$ cat src/hw/srm_map.vh
`ifndef SRM_MAP_VH
`define SRM_MAP_VH
`define SRM_GRP_STATUS     5'h00
`define SRM_GRP_SP         5'h01
`define SRM_GRP_PRI        5'h02
`define SRM_GRP_NS_SP      5'h11
`define SRM_GRP_NS_PRI     5'h12
`define SRM_GRP_NS_CUR_SP  5'h13
`define SRM_SUB_0          3'h0
`define SRM_SUB_1          3'h1
`define SRM_SUB_2          3'h2
`define SRM_SUB_3          3'h3
`define SRM_SUB_4          3'h4
`define SRM_SEL_RESERVED   8'h04
`define SRM_SEL_MAX_FLAGS  8'h03
`define SRM_MASK_NONE      2'h0
`define SRM_MASK_FLAGS     2'h2
`define SRM_GPR_SP         4'hD
`define SRM_GPR_PC         4'hF
`define SRM_ZERO32         32'h00000000
`define SRM_LIM_PAD        3'h0
`define SRM_OUT_NOP        2'h0
`define SRM_OUT_UNDEF      2'h1
`define SRM_OUT_UNKNOWN    2'h2
`endif

$ cat src/hw/srm_decoder.v
// Operation
// - alias selectors sit in groups 10001 through 10011
// - listed reserved selector values are unpredictable
// - plain selectors use current security bank
// - secure state alias reaches non-secure copy
// - non-secure alias access reads zero, ignores writes
// - conditional raise selector reads base priority
// - exception number only privileged, bit0 set
// - flags when bit2 clear, ge with dsp
// - execution state fields read as zero
// - group 00001 stack pointers and limits
// - alias stack group needs security, secure, privilege
// - mask group fields, main extension needed for sub 001 to 011
// - control width depends on fp and security
// - alias mask group returns non-secure copies
// - alias current stack pointer at sub 000
// - invalid read selector picks one fixed outcome
// - write mask field checked against selector
// - write source index 13 or 15 unpredictable
// - bad write combination picks one fixed outcome
// - write status views and main stack selector
// - read destination 13 or 15 unpredictable
`timescale 1ns/1ps
`include "srm_map.vh"
module srm_decoder #(
    parameter [1:0] BAD_OUTCOME = `SRM_OUT_UNDEF
) (
    input  wire        clk_i,
    input  wire        rstn_i,
    input  wire        rd_req_i,
    input  wire        wr_req_i,
    input  wire [7:0]  special_reg_selector_i,
    input  wire [3:0]  dest_gpr_index_i,
    input  wire [3:0]  source_gpr_index_i,
    input  wire [1:0]  wr_mask_i,
    input  wire        privileged_i,
    input  wire        secure_i,
    input  wire        thread_uses_nonsecure_process_stack_ptr_i,
    input  wire        have_main_ext_i,
    input  wire        have_dsp_ext_i,
    input  wire        have_fp_ext_i,
    input  wire        have_sec_ext_i,
    input  wire [8:0]  active_exception_i,
    input  wire        handler_mode_i,
    input  wire [4:0]  cond_flags_i,
    input  wire [3:0]  ge_flags_i,
    input  wire [31:0] main_stack_ptr_i,
    input  wire [31:0] process_stack_ptr_i,
    input  wire [31:0] nonsecure_main_stack_ptr_i,
    input  wire [31:0] nonsecure_process_stack_ptr_i,
    input  wire [28:0] secure_main_stack_limit_i,
    input  wire [28:0] secure_process_stack_limit_i,
    input  wire [28:0] nonsecure_main_stack_limit_i,
    input  wire [28:0] nonsecure_process_stack_limit_i,
    input  wire        irq_priority_mask_i,
    input  wire [7:0]  base_priority_i,
    input  wire        fault_mask_a_i,
    input  wire [3:0]  control_word_i,
    input  wire        nonsecure_irq_priority_mask_i,
    input  wire [7:0]  nonsecure_base_priority_i,
    input  wire        nonsecure_fault_mask_i,
    input  wire [2:0]  nonsecure_control_word_i,
    output reg  [31:0] rd_data_o,
    output reg         rd_valid_o,
    output reg         rd_unpred_o,
    output reg  [1:0]  rd_outcome_o,
    output reg         wr_unpred_o,
    output reg  [1:0]  wr_outcome_o,
    output reg         wr_ignore_o,
    output reg         wr_valid_o
);
    wire [4:0] grp = special_reg_selector_i[7:3];
    wire [2:0] sub = special_reg_selector_i[2:0];
    wire       alias_sel = special_reg_selector_i[7];

    reg [31:0] next_data;
    reg        next_unpred;
    reg        next_wunpred;

    wire       rd_bad   = rd_req_i & next_unpred;
    wire       wr_bad   = wr_req_i & next_wunpred;
    wire       ns_alias = wr_req_i & alias_sel & ~secure_i;

    // read datapath; start from zero so suppressed fields read zero
    always @*
    begin
        next_data   = `SRM_ZERO32;
        next_unpred = 1'b0;
        if (dest_gpr_index_i == `SRM_GPR_SP || dest_gpr_index_i == `SRM_GPR_PC)
            next_unpred = 1'b1;
        if (grp == `SRM_GRP_STATUS)
        begin
            if (special_reg_selector_i == `SRM_SEL_RESERVED)
                next_unpred = 1'b1;
            if (privileged_i && sub[0])
                next_data[8:0] = active_exception_i;
            if (sub[1])
            begin
                next_data[26:24] = 3'h0;
                next_data[15:10] = 6'h00;
            end
            if (!sub[2])
            begin
                next_data[31:27] = cond_flags_i;
                if (have_dsp_ext_i)
                    next_data[19:16] = ge_flags_i;
            end
        end
        else if (grp == `SRM_GRP_SP)
        begin
            // banked by current security state
            if (privileged_i)
            begin
                if (sub == `SRM_SUB_0)
                    next_data = main_stack_ptr_i;
                else if (sub == `SRM_SUB_1)
                    next_data = process_stack_ptr_i;
                else if (sub == `SRM_SUB_2 || sub == `SRM_SUB_3)
                begin
                    if (secure_i)
                        next_data = {(sub[0] ? secure_process_stack_limit_i
                                             : secure_main_stack_limit_i),
                                     `SRM_LIM_PAD};
                    else if (have_main_ext_i)
                        next_data = {(sub[0] ? nonsecure_process_stack_limit_i
                                             : nonsecure_main_stack_limit_i),
                                     `SRM_LIM_PAD};
                    else
                        next_unpred = 1'b1;
                end
                else
                    next_unpred = 1'b1;
            end
            else if (sub[2])
                next_unpred = 1'b1;
        end
        else if (grp == `SRM_GRP_PRI)
        begin
            if (sub == `SRM_SUB_0)
            begin
                if (privileged_i)
                    next_data[0] = irq_priority_mask_i;
            end
            else if (sub == `SRM_SUB_1 || sub == `SRM_SUB_2 || sub == `SRM_SUB_3)
            begin
                if (!have_main_ext_i || !privileged_i)
                    next_unpred = 1'b1;
                else if (sub == `SRM_SUB_3)
                    next_data[0] = fault_mask_a_i;
                else
                    next_data[7:0] = base_priority_i;
            end
            else if (sub == `SRM_SUB_4)
            begin
                if (have_fp_ext_i && secure_i)
                    next_data[3:0] = control_word_i;
                else if (have_fp_ext_i)
                    next_data[2:0] = control_word_i[2:0];
                else
                    next_data[1:0] = control_word_i[1:0];
            end
            else
                next_unpred = 1'b1;
        end
        else if (grp == `SRM_GRP_NS_SP)
        begin
            if (!have_sec_ext_i)
                next_unpred = 1'b1;
            else if (sub[2])
                next_unpred = 1'b1;
            else if (privileged_i && secure_i)
            begin
                // non-secure copy from secure state
                if (sub == `SRM_SUB_0)
                    next_data = nonsecure_main_stack_ptr_i;
                else if (sub == `SRM_SUB_1)
                    next_data = nonsecure_process_stack_ptr_i;
                else if (have_main_ext_i)
                    next_data = {(sub[0] ? nonsecure_process_stack_limit_i
                                         : nonsecure_main_stack_limit_i),
                                 `SRM_LIM_PAD};
                else
                    next_unpred = 1'b1;
            end
            // non-secure state leaves the zero result
        end
        else if (grp == `SRM_GRP_NS_PRI)
        begin
            if (!have_sec_ext_i)
                next_unpred = 1'b1;
            else if (sub == `SRM_SUB_2 || sub[2:1] == 2'h3 || sub == 3'h5)
                next_unpred = 1'b1;
            else if (secure_i)
            begin
                if (sub == `SRM_SUB_4)
                begin
                    if (have_fp_ext_i)
                        next_data[2:0] = nonsecure_control_word_i;
                    else
                        next_data[1:0] = nonsecure_control_word_i[1:0];
                end
                else if (privileged_i)
                begin
                    if (sub == `SRM_SUB_0)
                        next_data[0] = nonsecure_irq_priority_mask_i;
                    else if (sub == `SRM_SUB_1)
                        next_data[7:0] = nonsecure_base_priority_i;
                    else
                        next_data[0] = nonsecure_fault_mask_i;
                end
            end
        end
        else if (grp == `SRM_GRP_NS_CUR_SP)
        begin
            if (!have_sec_ext_i || sub != `SRM_SUB_0)
                next_unpred = 1'b1;
            else if (secure_i)
                next_data = (!handler_mode_i && thread_uses_nonsecure_process_stack_ptr_i)
                            ? nonsecure_process_stack_ptr_i
                            : nonsecure_main_stack_ptr_i;
        end
        else
            next_unpred = 1'b1;
    end

    // write-side decode checks only; the write datapath lives elsewhere
    always @*
    begin
        next_wunpred = 1'b0;
        if (have_main_ext_i)
        begin
            if (wr_mask_i == `SRM_MASK_NONE ||
                (wr_mask_i != `SRM_MASK_FLAGS &&
                 special_reg_selector_i > `SRM_SEL_MAX_FLAGS))
                next_wunpred = 1'b1;
        end
        else if (wr_mask_i != `SRM_MASK_FLAGS)
            next_wunpred = 1'b1;
        if (source_gpr_index_i == `SRM_GPR_SP || source_gpr_index_i == `SRM_GPR_PC)
            next_wunpred = 1'b1;
        if (grp == `SRM_GRP_STATUS && special_reg_selector_i == `SRM_SEL_RESERVED)
            next_wunpred = 1'b1;
    end

    // outputs registered: one cycle after the request
    always @(posedge clk_i or negedge rstn_i)
    begin
        if (!rstn_i)
        begin
            rd_valid_o   <= 1'b0;
            rd_unpred_o  <= 1'b0;
        end
        else
        begin
            rd_valid_o   <= rd_req_i;
            rd_unpred_o  <= rd_bad;
        end
    end

    // unknown outcome modelled as zero to avoid leaking data
    always @(posedge clk_i or negedge rstn_i)
    begin
        if (!rstn_i)
        begin
            rd_data_o    <= `SRM_ZERO32;
            rd_outcome_o <= `SRM_OUT_NOP;
        end
        else
        begin
            rd_data_o    <= (rd_req_i && !next_unpred) ? next_data : `SRM_ZERO32;
            rd_outcome_o <= rd_bad ? BAD_OUTCOME : `SRM_OUT_NOP;
        end
    end

    // write decode verdict; the register update itself happens downstream
    always @(posedge clk_i or negedge rstn_i)
    begin
        if (!rstn_i)
        begin
            wr_valid_o   <= 1'b0;
            wr_unpred_o  <= 1'b0;
        end
        else
        begin
            wr_valid_o   <= wr_req_i & ~next_wunpred;
            wr_unpred_o  <= wr_bad;
        end
    end

    // ignore flag only; the write path must drop the data itself
    always @(posedge clk_i or negedge rstn_i)
    begin
        if (!rstn_i)
        begin
            wr_outcome_o <= `SRM_OUT_NOP;
            wr_ignore_o  <= 1'b0;
        end
        else
        begin
            wr_outcome_o <= wr_bad ? BAD_OUTCOME : `SRM_OUT_NOP;
            wr_ignore_o  <= ns_alias;
        end
    end
endmodule

$ cat config.mk
export PLATFORM = sky130hd
export DESIGN_NAME = srm_decoder
export DESIGN_NICKNAME = d
export VERILOG_FILES = /design/src/hw/srm_decoder.v
export VERILOG_INCLUDE_DIRS = /design/src /design/src/hw
export SDC_FILE = /design/constraint.sdc
export NUM_CORES = 1
export LEC_CHECK = 0
export ABC_AREA = 1
export BUFFER_PORTS_ARGS = -buffer_cell sky130_fd_sc_hd__buf_2
export CAP_MARGIN = 10
export CORE_AREA = 8 8 133 135
export CTS_BUF_LIST = sky130_fd_sc_hd__clkbuf_8
export CTS_CLUSTER_SIZE = 10
export DETAILED_ROUTE_END_ITERATION = 10
export DIE_AREA = 0 0 141 143
export PLACE_DENSITY = 0.77
export SLEW_MARGIN = 5
export SYNTH_ARGS = -nofsm -noshare
export SYNTH_HDL_FRONTEND = slang
export SYNTH_SLANG_ARGS = --single-unit
export TNS_END_PERCENT = 10
$ cat constraint.sdc
create_clock -name clk_i -period 0.98 [get_ports clk_i]
set_input_delay 0.049 -clock clk_i [delete_from_list [all_inputs] [get_ports clk_i]]
set_output_delay 0.049 -clock clk_i [all_outputs]
set_load 0.02 [all_outputs]
# Yosys cells after proc, flatten, opt, wreduce, memory -nomap -nowiden
# Index checks and enable logic that the tools add are counted.
[word_totals]
reg_bits = 39
input_bits = 319
out_inout_bits = 41
wordCells = 149
[op_classes]
n_lt_le_gt_ge = 1
n_eq_ne = 17
muxes = 90
n_bitwise = 7
reduce_logical = 26
[ops]
columns = ["cell", "n"]
rows = [
  ["2-to-1 mux 32 bit", 18],
  ["2-to-1 mux 8 bit", 8],
  ["2-to-1 mux 29 bit", 2],
  ["2-to-1 mux 24 bit", 2],
  ["2-to-1 mux 1 bit", 43],
  ["2-to-1 mux 7 bit", 4],
  ["2-to-1 mux 4 bit", 6],
  ["2-to-1 mux 9 bit", 2],
  ["== test 4 bit (second input constant)", 4],
  ["== test 5 bit (second input constant)", 3],
  ["logical OR 1 bit", 10],
  ["2-to-1 mux 10 bit", 1],
  ["2-to-1 mux 5 bit", 2],
  ["== test 8 x 3 -> 1 bit (second input constant)", 1],
  ["> comparator 8 x 2 -> 1 bit (second input constant)", 1],
  ["logical AND 1 bit", 7],
  ["== test 3 x 2 -> 1 bit (second input constant)", 2],
  ["== test 3 bit (second input constant)", 2],
  ["2-to-1 mux 3 bit", 2],
  ["AND 1 bit", 5],
  ["== test 5 x 1 -> 1 bit (second input constant)", 1],
  ["== test 5 x 2 -> 1 bit (second input constant)", 1],
  ["logical NOT 1 bit", 5],
  ["logical NOT 5 bit", 1],
  ["7 further kinds", 8],
]

# Longest topological paths before layout
[logic_depth]
word_depth = 16
ltp_mapped = 15

# Worst setup path after synthesis
# Ideal clock, no wire load.
[synth_timing]
kind = "in2reg"
startpoint = "in special_reg_selector_i[1]"
endpoint = "reg rd_data_o[12]"
setup_ns = 0.118
t_arrival_ns = 1.209
setup_slack_ns = -0.347
path_stages = 12
path_buffers = 2
cell_sequence = "buf_2 -> nor2_4 -> nor2_1 -> nand2_1 -> inv_2 -> nand2_1 -> nand3_1 -> nand2_2 -> nand2_4 -> nand3_4 -> buf_6 -> nor2_1"
[synth_between]
elab_chain_len = 13
[synth_lines]
columns = ["item", "line", "text"]
rows = [
  ["start, declared", "srm_decoder.v:32", "input wire [7:0] special_reg_selector_i,"],
  ["== test 3 x 1 -> 1 bit (no line), or another cell as far along", "n/a", ""],
  ["2-to-1 mux 1 bit or logical OR 1 bit (tied branches)", "srm_decoder.v:176, srm_decoder.v:191", ""],
  ["2-to-1 mux 1 bit or logical OR 1 bit (tied branches)", "srm_decoder.v:174, srm_decoder.v:191", ""],
  ["2-to-1 mux 1 bit (on tied branches)", "srm_decoder.v:171, srm_decoder.v:191", ""],
  ["2-to-1 mux 1 bit (on tied branches)", "srm_decoder.v:169, srm_decoder.v:189", ""],
  ["2-to-1 mux 1 bit (on tied branches)", "srm_decoder.v:167, srm_decoder.v:187", ""],
  ["2-to-1 mux 1 bit", "srm_decoder.v:165", "else if (grp == `SRM_GRP_NS_SP)"],
  ["2-to-1 mux 1 bit", "srm_decoder.v:137", "else if (grp == `SRM_GRP_PRI)"],
  ["2-to-1 mux 1 bit", "srm_decoder.v:109", "else if (grp == `SRM_GRP_SP)"],
  ["2-to-1 mux 1 bit", "srm_decoder.v:91", "if (grp == `SRM_GRP_STATUS)"],
  ["logical NOT 1 bit", "srm_decoder.v:270", "rd_data_o <= (rd_req_i && !next_unpred) ? next_data : `SRM_ZERO32;"],
  ["logical AND 1 bit", "srm_decoder.v:270", ""],
  ["2-to-1 mux 32 bit (no line) (*)", "n/a", ""],
  ["end signal, assigned", "srm_decoder.v:265", "rd_data_o <= `SRM_ZERO32;"],
  ["end signal, assigned", "srm_decoder.v:270", ""],
  ["end, declared", "srm_decoder.v:63", "output reg [31:0] rd_data_o,"],
]
# Mark *: on every way between the ends. The rest lies on a longest branch, timed or not.

# Final worst setup path
[layout_timing]
startpoint = "in special_reg_selector_i[2]"
endpoint = "reg rd_data_o[12]"
# Same word-level chain as after synthesis.

==> results.toml <==
[floorplanning]
die_w_um = 141
ios = 360
die_h_um = 143
rows = 46
core-area_mm2 = 0.0156
start_util_pct = 35.2
die_area_mm2 = 0.0202

[run_status]
violations = "negative setup slack"
status = "complete, but fails checks"

[synth]
syn_inst = 1017
synth_top_family_by_area = "simple AND/OR/NAND/NOR gates"
syn_area_per_cell_um2 = 5.40
synth_seq_cells = 37
yosys_warnings = 0
synth-xor-area-share_pct = 0
yosysSeqAreaShare_pct = 16.9
synth-compound-area-share_pct = 18.5
syn_area_mm2 = 0.00549
synthAdderAreaFrac_pct = 0
synthSimpleGateAreaFrac_pct = 51.1
synth_mux_area_share_pct = 1.46
yosys.cell_types.count = 40

[sta]
min_period_ns = 1.21
fin_hold_ws_ns = 0.0398
max_freq_mhz = 825
worst_slack_ns = -0.232
hold_viol = 0
setup_viol = 35
drv_slew = 0
rsz0062_at_grt = "true"
period_share_pct = 124

[final_layout]
final_util_pct = 59.2
final_cell_count_no_fill = 1693
nFillCells = 1564
final_cell_area_mm2 = 0.00924
nNetsFinal = 1792
drive_above_1_share_pct = 44.2
final_cell_mix = "349 x buf_2, 319 x nand2_1, 121 x buf_4"
syn_to_final_growth_pct = 68.2
final_common_cell = "buf_2"

[worst_setup_path]
cp.arrival_ns = 1.40
critical_path_class = "in2reg"
worstSetupStartpointType = "input pin"
crit_required_ns = 1.17
cp_max_fo = 12
cp-end-kind = "flop"

[drt]
met2_length_um = 15700
wl_met1_um = 12300
vias_per_cell = 5.18
post_drt_wl_per_cell_um = 19.0
drt-total-wl_um = 32200
maxUsedRoutingLayer = "met4"
wl_met3_um = 2840
vias = 8770
drt_iter0_drc = 743
drc = 0
ant_nets = 0
drtPass1Iterations = 6

[clocking]
root_buffer = "clkbuf_8"
clockBufferDepth = 2
clkSinkCount = 37
cts_buffers = 5
clk_pin_slew_ns = 0.09
h-tree-depth = 2
cts_tree = "built"

[power]
p_leak_nw = 5.10
sw_frac_of_total_pct = 39.3
p_seq_share_pct = 28.2
cell_internal_pwr_mw = 3.32
p_clk_share_pct = 20.6
ir_worst_vdd_mv = 0.443
power.switching_mw = 2.15
power_density_mw_per_mm2 = 592
combPwrFrac_pct = 51.2

[global_route]
gr-total-overflow = 0
grt_pass1_wl_um = 47100
grt_pass1_vias = 8750
grt_max_degree = 60
grt_usage_pct = 30.2
antenna_found_initial = 3

[placement]
port_buffers = 355
dp_slack_ns = -0.846
hpwlAfterDp_um = 26900
post-place-cells = 1664
dpl_cell_area_mm2 = 0.00850
gp_congestion = 0.938

[min_path]
holdPathEnd = "rd_data_o[31]$_DFF_PN0_"
worstHoldStart = "cond_flags_i[4]"
hold_class = "in2reg"
min_path_cells = 3

[flow_run]
maxCapViolations = 0
==> layer usage <==
metal | vias up | global-route usage, %
met1 | 3981 | 33.7
met3 | 79 | 6.54
met2 | 490 | 53.6
met5 | - | 0
met4 | 0 | 14.9
li1 | 4220 | -
==> Yosys cell counts (all sizes together) <==
cell / count / area, um^2
o22ai: 2 / 12.5
o21ai: 107 / 536
clkinv: 1 / 5.00
or2: 16 / 100
nand4: 23 / 159
a21boi: 2 / 15.0
conb: 1 / 3.75
a31oi: 2 / 27.5
o211ai: 16 / 120
dfrtp: 37 / 926
buf: 49 / 282
nor2: 158 / 671
nand2: 337 / 1280
mux2i: 8 / 80.1
nand3: 100 / 538
o2111ai: 7 / 61.3
clkbuf: 22 / 83.8
nor3: 8 / 51.3
inv: 77 / 289
a22o: 3 / 26.3
nor3b: 1 / 7.51
a41oi: 2 / 17.5
a21oi: 38 / 198
==> area by class of cell <==
class	count	area [um^2]	share of cell area [%]
Clock inverter	3	17.5	0.190
Antenna cell	3	7.51	0.0813
Tap cell	216	270	2.93
Timing Repair Buffer	518	3370	36.5
Sequential cell	37	926	10.0
Inverter	78	313	3.39
Clock buffer	5	68.8	0.745
Multi-Input combinational cell	833	4270	46.2
==> state kept, by name, indices dropped and copies added (netlist names) <==
signal / count
wr_outcome_o: 1
rd_valid_o: 1
rd_outcome_o: 1
wr_ignore_o: 1
wr_valid_o: 1
rd_data_o: 32
==> cells by family (layout without fill, tap and decap cells) <==
| family | count (synthesis) | after routing |
|---|---|---|
| and+or+nand+nor | 643 | 644 |
| AOI/OAI and AO/OA | 179 | 179 |
| buffers and inverters | 149 | 604 |
| DFF | 37 | 37 |
| muxes | 8 | 8 |
| other | 1 | 5 |
==> worst max-delay path by stage <==
stage | startpoint | endpoint | slack [ns]
after floorplan | special_reg_selector_i[0] | rd_data_o[12]$_DFF_PN0_ | -0.29
after global placement | special_reg_selector_i[0] | rd_data_o[8]$_DFF_PN0_ | -0.82
after detailed placement | special_reg_selector_i[0] | rd_data_o[8]$_DFF_PN0_ | -0.85
after CTS | special_reg_selector_i[6] | rd_data_o[15]$_DFF_PN0_ | -0.25
after global routing | special_reg_selector_i[5] | rd_data_o[0]$_DFF_PN0_ | -0.28
final | special_reg_selector_i[2] | rd_data_o[12]$_DFF_PN0_ | -0.23
==> worst max-delay path: stages <==
cell and delay (ns):
buf_8 0.11, nor2_4 0.20, nand2_4 0.12, buf_4 0.20
or2_2 0.28, nand4_1 0.09, o21ai_0 0.10, a21oi_1 0.19
nor2_2 0.05
==> through the flow <==
step	setup TNS (ns)	power (mW)
finish	-6.19	5.47
global route	-8.40	5.77
CTS	-6.91	5.35
detailed placement	-23.04	4.11
global placement	-21.75	4.10
floorplan	-8.83	2.66
==> power by group through the flow <==
stage          Clock, mW  Sequential, mW  Combinational (mW)
2_1_floorplan          0            1.59                1.07
3_3_place_gp           0            1.57                2.53
3_5_place_dp           0            1.57                2.54
4_1_cts             1.14            1.54                2.66
5_1_grt             1.20            1.54                3.03
6_report            1.13            1.54                2.80
==> what timing repair did <==
action	in CTS	in global routing
gates resized for setup	69	69
gates cloned	1	1
endpoints found under the hold margin	39	0
setup endpoints to repair	35	35
buffers inserted	8	6
hold buffers	3	0
pin swaps	29	29
(Power assumes the default switching activity.)
